==> config.mk <==
export PLATFORM = sky130hd
export DESIGN_NAME = kltc_train_regs
export DESIGN_NICKNAME = d
export VERILOG_FILES = /design/src/verilog/kltc_pkg.sv /design/src/verilog/kltc_train_regs.sv
export VERILOG_INCLUDE_DIRS = /design/src /design/src/verilog
export SDC_FILE = /design/constraint.sdc
export NUM_CORES = 1
export LEC_CHECK = 0
export BUFFER_PORTS_ARGS = -buffer_cell sky130_fd_sc_hd__buf_4
export CAP_MARGIN = 20
export CORE_UTILIZATION = 30
export DETAILED_ROUTE_END_ITERATION = 7
export GPL_TIMING_DRIVEN = 1
export HOLD_SLACK_MARGIN = 0.06
export SYNTH_ARGS = -nofsm -noshare
export SYNTH_HDL_FRONTEND = slang
export SYNTH_SLANG_ARGS = --single-unit
export TNS_END_PERCENT = 30
==> constraint.sdc <==
create_clock -name clock -period 1.55 [get_ports clock]
set_input_delay 0.0775 -clock clock [delete_from_list [all_inputs] [get_ports clock]]
set_output_delay 0.0775 -clock clock [all_outputs]
set_load 0.02 [all_outputs]
==> src/verilog/kltc_defs.svh <==
// constants for the link-training control and status register bank
// assumes word-addressed register port, 32-bit data
`ifndef KLTC_DEFS_SVH
`define KLTC_DEFS_SVH

// ************************************************************
// register word addresses
// ************************************************************
`define KLTC_ADDR_W        8
`define KLTC_OFF_CFG       8'hd0
`define KLTC_OFF_CMD       8'hd1
`define KLTC_OFF_STAT      8'hd2
`define KLTC_OFF_WIN       8'hd3
`define KLTC_OFF_UPD       8'hd4

// ************************************************************
// configuration word fields
// ************************************************************
`define KLTC_CFG_POVR      16
`define KLTC_CFG_LOVR      17
`define KLTC_CFG_CTLE_LO   20
`define KLTC_CFG_CTLE_HI   22
`define KLTC_CFG_SWING     23
`define KLTC_CFG_DFE_LO    24
`define KLTC_CFG_DFE_HI    26
`define KLTC_CFG_MAXEQ     28
`define KLTC_CFG_PSTEP_LO  29
`define KLTC_CFG_PSTEP_HI  31
`define KLTC_CFG_RST       32'h0000_0000

// ************************************************************
// command strobe bits
// ************************************************************
`define KLTC_CMD_RESTART   0
`define KLTC_CMD_PCOEF     4
`define KLTC_CMD_LCOEF     8

// ************************************************************
// status bits
// ************************************************************
`define KLTC_ST_TRAINED    0
`define KLTC_ST_FLOCK      1
`define KLTC_ST_ACTIVE     2
`define KLTC_ST_FAIL       3
`define KLTC_ST_ERR        4
`define KLTC_ST_FLERR      5
`define KLTC_ST_CTLELOSS   6
`define KLTC_ST_CTLEERR    7
`define KLTC_ST_RESTART    8'h04

// ************************************************************
// codes and window fields
// ************************************************************
`define KLTC_CTLE_OFF      3'h0
`define KLTC_CTLE_ON       3'h3
`define KLTC_DFE_OFF       3'h0
`define KLTC_DFE_END       3'h2
`define KLTC_DFE_TAPS      3'h3
`define KLTC_REQ_HOLD      2'h0
`define KLTC_REQ_INC       2'h1
`define KLTC_REQ_DEC       2'h2
`define KLTC_WIN_F_HI      9
`define KLTC_WIN_K_LO      10
`define KLTC_WIN_K_HI      19
`define KLTC_WIN_F_SIM     10'h003
`define KLTC_WIN_K_HW      10'h00f
`define KLTC_WIN_K_SIM     10'h000
`define KLTC_PCOEF_HI      7
`define KLTC_LCOEF_LO      16
`define KLTC_LCOEF_HI      23

`endif

==> src/verilog/kltc_pkg.sv <==
// types for the link-training register bank
// assumes kltc_defs.svh is compiled alongside
package kltc_pkg;
    typedef enum logic [1:0] {KLTC_IDLE, KLTC_RUN, KLTC_DONE} kltc_phase_e;
    typedef logic [2:0] kltc_code_t;
endpackage : kltc_pkg

==> src/verilog/kltc_train_regs.sv <==
// control and status registers of the backplane link-training engine
// assumes a synchronous word-addressed register port and engine status levels
//
// The strobed register port was left to the implementer.
`include "kltc_defs.svh"
`timescale 1ns/10ps
`default_nettype none

module kltc_train_regs
    import kltc_pkg::*;
#(
    parameter bit SIM_DEFAULTS = 1'b0
) (
    // clock and reset
    input  wire logic        clock,
    input  wire logic        rstn,
    // register port
    input  wire logic [7:0]  regAddr,
    input  wire logic [31:0] regWdata,
    input  wire logic        regWr,
    input  wire logic        regRd,
    output logic      [31:0] regRdata,
    // engine status inputs (levels)
    input  wire logic        engRxTrained,
    input  wire logic        engFrameLock,
    input  wire logic        engDone,
    input  wire logic        engFail,
    input  wire logic        engBerErr,
    input  wire logic        engCtlePhase,
    input  wire logic        engCtleSat,
    // engine controls
    output logic             trainRestart,
    output logic             ctleTuneEn,
    output logic             swingHigh,
    output logic       [1:0] dfeTrigger,
    output logic             maxEqMode,
    output logic       [2:0] maxPostStep,
    output logic             partnerSend,
    output logic       [7:0] partnerReq,
    output logic             localApply,
    output logic       [7:0] localTaps,
    output logic      [19:0] berWindow
);

    // ************************************************************
    // address decode
    // ************************************************************
    wire logic hitCfg  = (regAddr == `KLTC_OFF_CFG);
    wire logic hitCmd  = (regAddr == `KLTC_OFF_CMD);
    wire logic hitStat = (regAddr == `KLTC_OFF_STAT);
    wire logic hitWin  = (regAddr == `KLTC_OFF_WIN);
    wire logic hitUpd  = (regAddr == `KLTC_OFF_UPD);

    logic [31:0] cfg_r;
    logic [19:0] win_r;
    logic [23:0] upd_r;
    logic  [7:0] stat_r;
    kltc_phase_e phase_r;

    wire logic wrCfg = regWr && hitCfg;
    wire logic wrWin = regWr && hitWin;
    wire logic wrUpd = regWr && hitUpd;
    // strobes are not stored: they act once and read back zero
    wire logic restartHit = regWr && hitCmd && regWdata[`KLTC_CMD_RESTART];
    wire logic pcoefHit   = regWr && hitCmd && regWdata[`KLTC_CMD_PCOEF]
                            && cfg_r[`KLTC_CFG_POVR];
    wire logic lcoefHit   = regWr && hitCmd && regWdata[`KLTC_CMD_LCOEF]
                            && cfg_r[`KLTC_CFG_LOVR];

    // ************************************************************
    // writable registers
    // ************************************************************
    wire logic [9:0] winKRst = SIM_DEFAULTS ? `KLTC_WIN_K_SIM : `KLTC_WIN_K_HW;

    always_ff @(posedge clock or negedge rstn) begin
        if (!rstn) begin
            cfg_r <= `KLTC_CFG_RST;
            upd_r <= 24'h00_0000;
        end else begin
            if (wrCfg) cfg_r <= regWdata;
            if (wrUpd) upd_r <= regWdata[`KLTC_LCOEF_HI:0];
        end
    end

    // window reset differs per build; caught on first clocked cycle after release
    logic winInit_r;
    always_ff @(posedge clock or negedge rstn) begin
        if (!rstn) begin
            win_r     <= 20'h0_0000;
            winInit_r <= 1'b0;
        end else begin
            winInit_r <= 1'b1;
            if (!winInit_r) win_r <= {winKRst, `KLTC_WIN_F_SIM};
            else if (wrWin) win_r <= regWdata[`KLTC_WIN_K_HI:0];
        end
    end

    // ************************************************************
    // status tracking
    // ************************************************************
    logic [7:0] stat_nxt;
    always_comb begin
        stat_nxt = stat_r;
        stat_nxt[`KLTC_ST_TRAINED] = engRxTrained;
        stat_nxt[`KLTC_ST_FLOCK]   = engFrameLock;
        stat_nxt[`KLTC_ST_ACTIVE]  = (phase_r == KLTC_RUN);
        stat_nxt[`KLTC_ST_FAIL]    = engFail;
        stat_nxt[`KLTC_ST_ERR]     = engBerErr;
        if (phase_r == KLTC_RUN && stat_r[`KLTC_ST_FLOCK] && !engFrameLock)
            stat_nxt[`KLTC_ST_FLERR] = 1'b1;
        if (engCtlePhase && stat_r[`KLTC_ST_FLOCK] && !engFrameLock)
            stat_nxt[`KLTC_ST_CTLELOSS] = 1'b1;
        if (engCtlePhase && engCtleSat)
            stat_nxt[`KLTC_ST_CTLEERR] = 1'b1;
        // engine levels lag the restart pulse by a cycle, so they are stale then
        if (restartHit || trainRestart) stat_nxt = `KLTC_ST_RESTART;
    end

    always_ff @(posedge clock or negedge rstn) begin
        if (!rstn) begin
            stat_r  <= 8'h00;
            phase_r <= KLTC_IDLE;
        end else begin
            stat_r <= stat_nxt;
            case (phase_r)
                KLTC_IDLE: phase_r <= KLTC_RUN;
                // a stale done level during the restart pulse must not end the run
                KLTC_RUN:  if (engDone && !restartHit && !trainRestart) phase_r <= KLTC_DONE;
                KLTC_DONE: if (restartHit) phase_r <= KLTC_RUN;
                default:   phase_r <= KLTC_IDLE;
            endcase
        end
    end

    // ************************************************************
    // read path and outputs
    // ************************************************************
    wire logic [31:0] rdMux =
        hitCfg  ? cfg_r :
        hitStat ? {24'h00_0000, stat_r} :
        hitWin  ? {12'h000, win_r} :
        hitUpd  ? {8'h00, upd_r} : 32'h0000_0000;

    wire logic [2:0] ctleCode = cfg_r[`KLTC_CFG_CTLE_HI:`KLTC_CFG_CTLE_LO];
    wire logic [2:0] dfeCode  = cfg_r[`KLTC_CFG_DFE_HI:`KLTC_CFG_DFE_LO];

    always_ff @(posedge clock or negedge rstn) begin
        if (!rstn) begin
            regRdata     <= 32'h0000_0000;
            trainRestart <= 1'b0;
            partnerSend  <= 1'b0;
            localApply   <= 1'b0;
            partnerReq   <= 8'h00;
            localTaps    <= 8'h00;
            ctleTuneEn   <= 1'b0;
            swingHigh    <= 1'b0;
            dfeTrigger   <= 2'h0;
            maxEqMode    <= 1'b0;
            maxPostStep  <= 3'h0;
            berWindow    <= 20'h0_0000;
        end else begin
            regRdata     <= regRd ? rdMux : 32'h0000_0000;
            trainRestart <= restartHit;
            partnerSend  <= pcoefHit;
            localApply   <= lcoefHit;
            if (pcoefHit) partnerReq <= upd_r[`KLTC_PCOEF_HI:0];
            if (lcoefHit) localTaps  <= upd_r[`KLTC_LCOEF_HI:`KLTC_LCOEF_LO];
            ctleTuneEn   <= (ctleCode == `KLTC_CTLE_ON);
            swingHigh    <= cfg_r[`KLTC_CFG_SWING];
            // reserved codes fall back to disabled
            dfeTrigger   <= (dfeCode == `KLTC_DFE_END)  ? 2'h1 :
                            (dfeCode == `KLTC_DFE_TAPS) ? 2'h2 : 2'h0;
            maxEqMode    <= cfg_r[`KLTC_CFG_MAXEQ];
            maxPostStep  <= cfg_r[`KLTC_CFG_PSTEP_HI:`KLTC_CFG_PSTEP_LO];
            berWindow    <= win_r;
        end
    end

    // ************************************************************
    // checks
    // ************************************************************
    AST_RESTART_PULSE: assert property (@(posedge clock) disable iff (!rstn)
        restartHit |=> trainRestart ##1 (!trainRestart || $past(restartHit)))
        else $error("restart strobe not a single pulse");
    AST_PCOEF_GATE: assert property (@(posedge clock) disable iff (!rstn)
        partnerSend |-> $past(cfg_r[`KLTC_CFG_POVR]) && $past(regWr))
        else $error("partner send without override enable");
    AST_LCOEF_GATE: assert property (@(posedge clock) disable iff (!rstn)
        localApply |-> $past(cfg_r[`KLTC_CFG_LOVR])
            && localTaps == $past(upd_r[`KLTC_LCOEF_HI:`KLTC_LCOEF_LO]))
        else $error("local apply wrong gate or data");
    AST_CTLE_EN: assert property (@(posedge clock) disable iff (!rstn)
        ctleTuneEn |-> $past(ctleCode) == `KLTC_CTLE_ON)
        else $error("ctle tuning enabled by wrong code");
    AST_TRAINED: assert property (@(posedge clock) disable iff (!rstn)
        ##1 !$past(restartHit) && !$past(trainRestart)
            |-> stat_r[`KLTC_ST_TRAINED] == $past(engRxTrained))
        else $error("trained flag does not follow engine");
    AST_RESTART_CLR: assert property (@(posedge clock) disable iff (!rstn)
        restartHit |=> stat_r == `KLTC_ST_RESTART && phase_r == KLTC_RUN)
        else $error("restart did not clear status");
    AST_RESTART_HOLD: assert property (@(posedge clock) disable iff (!rstn)
        trainRestart |=> stat_r == `KLTC_ST_RESTART && phase_r == KLTC_RUN)
        else $error("stale engine status after restart");
    AST_DFE_OFF: assert property (@(posedge clock) disable iff (!rstn)
        $past(dfeCode) == `KLTC_DFE_OFF |-> dfeTrigger == 2'h0)
        else $error("dfe triggered while disabled");
    AST_POST_STEP: assert property (@(posedge clock) disable iff (!rstn)
        maxPostStep == $past(cfg_r[`KLTC_CFG_PSTEP_HI:`KLTC_CFG_PSTEP_LO]))
        else $error("post step limit does not follow config");
    AST_WIN_FOLLOW: assert property (@(posedge clock) disable iff (!rstn)
        berWindow == $past(win_r))
        else $error("error window does not follow register");
    AST_ACTIVE: assert property (@(posedge clock) disable iff (!rstn)
        phase_r == KLTC_DONE |=> !stat_r[`KLTC_ST_ACTIVE] || $past(restartHit))
        else $error("active flag set after completion");
    AST_CTLE_ERR: assert property (@(posedge clock) disable iff (!rstn)
        engCtlePhase && engCtleSat && !restartHit && !trainRestart
            |=> stat_r[`KLTC_ST_CTLEERR])
        else $error("ctle tuning error not flagged");

endmodule : kltc_train_regs
`default_nettype wire

==> flow_summary.ini <==
[sta]
fmax_ghz = 0.720
slew_violations = 0
rsz0062_at_grt = no
setup_violations = 0
fin_crit_sh_pct = 89.6
skew_ns = 0.0107
slew_headroom_pct = 28.2
tightest_slew_ns = 1.07
fin_crit_ns = 1.39
hold_viol = 0

[finish]
insertedDiodeCount = 0
num-nets-final = 709
final_util_pct = 43.4
final_area_mm2 = 0.00886
area_delta_synth_final_pct = 40.2
layout-drive-gt1-share_pct = 41.6

[power]
leakagePower_nw = 4.32
vdd_drop_max_v = 0.000757
power_switching_share_pct = 23.1
intPower_w = 0.00736
finalPower_w = 0.00957
switching_power_w = 0.00221
pwr-share-clk_pct = 45.7
p_seq_share_pct = 47.4
power_density_mw_per_mm2 = 1080
p_comb_share_pct = 6.8

[worst_setup_path]
critPathCaptureType = register
cp-start-kind = input port
cp.arrival_ns = 1.70
crit_type = input port to register
cp_max_fo = 8
cp.required_ns = 1.87

[min_path]
worst_hold_path_type = input port to register

[logic_synthesis]
yosysUniqueCellTypes = 38
syn-instance-count = 457
ys_ff_latch = 166
synthXorXnorAreaFrac_pct = 0
synth_simple_gate_area_share_pct = 8.85
synth_top_family_by_area = multiplexers
ys_seq_area_share_pct = 65.7
syn_area_mm2 = 0.00632
yosys_warnings = 0
syn_area_per_cell_um2 = 13.8
muxShareOfSynthArea_pct = 16.9
synth_adder_area_share_pct = 0
synth_compound_area_share_pct = 6.10
synth_nets = 508

[die]
start_util_pct = 30.9
core_mm2 = 0.0204
die_y_um = 147
die-width_um = 147
core.rowCount = 52
ios = 130
die_area_mm2 = 0.0217

[detailed_routing]
wl_per_cell_um = 16.8
postRouteAntennaNets = 0
drtPass1Iterations = 5
first_iter_violations = 239
routed_wl_um = 15800
vias_per_cell = 4.62
via_count = 4348
drc = 0

[placement]
port_buffers = 129
place_congestion = 0.767
post-dp-hpwl_um = 11200
place_area_mm2 = 0.00782

[clock_tree]
cts.sinks = 166
clockBufferDepth = 2
htreeDepth = 4
cts_tree = built
cts_resized = 0
clk-insertion-delay-late_ns = 0.43
cts_root_buf = clkbuf_16
clkTransAtPathRegs_ns = 0.07
numCtsBuffers = 17

[grt]
grt_max_degree = 51
grt_pass1_vias = 4676
grt_antenna_before_repair = 0
overflow = 0
grt_pass1_wl_um = 25300
grt_usage_pct = 15.4

[status]
status = finished clean

[flow_run]
max_cap_violations = 0
-- routing by layer --
layer / share of wire, % / GRT usage (%) / routed length (um) / up-vias
met5: 0 / 0 / 0 / -
met4: 1.1 / 4.69 / 176 / 0
met3: 5.1 / 4.04 / 809 / 24
met2: 50 / 26.3 / 7940 / 149
met1: 44 / 19.0 / 6880 / 2172
li1: - / - / - / 2003
-- cell families after synthesis --
logic type | Yosys count
buffers and inverters | 27
DFF | 166
and+or+nand+nor | 104
muxes | 97
other | 1
AOI/OAI and AO/OA | 62
-- placed cells by master (no fill, tap or decap), drive strengths merged, types with 2 or more instances in the layout --
cell type	instances
a211oi	8
a21oi	19
a22oi	12
and2	12
and4	2
buf	165
bufinv	3
clkbuf	17
clkinv	5
clkinvlp	2
dfrtp	166
dlygate4sd3	42
inv	7
mux2	79
mux2i	18
nand2	25
nand2b	8
nand3	16
nand3b	3
nand4	3
nor2	23
nor2b	2
nor3	5
o21ai	15
o2bb2ai	5
-- per-stage QoR --
stage / hold slack, ns / setup slack, ns / instances / setup TNS (ns)
final: 0.0731 / 0.161 / 941 / 0
after global placement: 0.0243 / -0.156 / 867 / -8.50
after detailed placement: 0.0302 / -0.198 / 867 / -10.55
after floorplan: -0.218 / 0.000813 / 457 / 0
after CTS: 0.0618 / 0.172 / 941 / 0
after global routing: 0.0968 / 0.110 / 941 / 0
-- repair_timing --
action,4_1_cts,5_1_grt
buffers inserted,0,0
hold buffers,42,0
endpoints found under the hold margin,233,0
-- critical path: stages --
cell	delay, ns
buf_4	0.14
dlygate4sd3_1	0.56
nor2b_1	0.18
and4_1	0.27
buf_12	0.14
mux2_2	0.33
-- power by group through the flow --
stage / logic, W / registers (W) / clock network, W
6_report: 0.000653 / 0.00454 / 0.00438
5_1_grt: 0.000722 / 0.00455 / 0.00468
4_1_cts: 0.000667 / 0.00454 / 0.00449
3_5_place_dp: 0.000580 / 0.00462 / 0
3_3_place_gp: 0.000560 / 0.00461 / 0
2_1_floorplan: 0.000237 / 0.00460 / 0
-- final cells by class --
cell class / instances / area, um^2
Clock inverter: 15 / 193
Fill cell: 1902 / 11600
Sequential cell: 166 / 4150
Inverter: 2 / 7.51
Multi-Input combinational cell: 264 / 2020
Timing Repair Buffer: 207 / 1730
Tap cell: 270 / 338
Clock buffer: 17 / 425
-- path summary, 6_finish.rpt --
check	slack [ns]	cells after the start	start	to
max	0.16	6	regAddr[1]	partnerReq[5]
max reg2reg	0.31	3	cfg_r[16]	partnerReq[5]
max in group asynchronous	0.69	3	rstn	partnerSend
min reg2reg	0.39	0	cfg_r[31]	maxPostStep[2]
min in group asynchronous	0.14	2	rstn	regRdata[30]
min	0.07	3	regAddr[1]	regRdata[4]
-- sequential cells by signal, summed over array words and instances (netlist names), 3 cells and up --
name	cells
cfg_r	32
upd_r	24
maxPostStep	3
berWindow	20
partnerReq	8
regRdata	32
win_r	20
stat_r	8
localTaps	8
-- synthesized netlist by cell type --
| master | instances | area share [%] |
|---|---|---|
| mux2_1 | 2 | 0.36 |
| nor2_4 | 1 | 0.18 |
| buf_6 | 4 | 0.71 |
| buf_4 | 3 | 0.36 |
| nor3b_1 | 1 | 0.12 |
| o2bb2ai_1 | 5 | 0.69 |
| dfrtp_1 | 166 | 66 |
| buf_2 | 4 | 0.32 |
| a21oi_1 | 19 | 1.5 |
| a31oi_1 | 1 | 0.099 |
| nor2b_1 | 2 | 0.20 |
| o21a_1 | 1 | 0.12 |
| nand2b_1 | 8 | 0.79 |
| nor3_4 | 2 | 0.51 |
| a22oi_1 | 12 | 1.4 |
| nor4b_1 | 1 | 0.14 |
| mux2i_1 | 18 | 2.9 |
| clkbuf_1 | 12 | 0.71 |
| nor3_1 | 3 | 0.24 |
| nand2_1 | 24 | 1.4 |
| a211oi_1 | 8 | 0.95 |
| and4_1 | 2 | 0.28 |
| o21bai_1 | 1 | 0.12 |
| and3_1 | 1 | 0.099 |
| nand3_1 | 16 | 1.3 |
| nor2_1 | 22 | 1.3 |
| nand3b_1 | 3 | 0.36 |
| conb_1 | 1 | 0.059 |
| mux2_2 | 77 | 14 |
| o21ai_0 | 15 | 1.2 |
| nand4_1 | 3 | 0.30 |
| and3b_1 | 1 | 0.14 |
| nand2_2 | 1 | 0.099 |
| or4b_4 | 1 | 0.22 |
| buf_1 | 1 | 0.059 |
| inv_1 | 2 | 0.12 |
| clkbuf_2 | 1 | 0.079 |
| and2_1 | 12 | 1.2 |
Power figures use the tool's default switching activity.
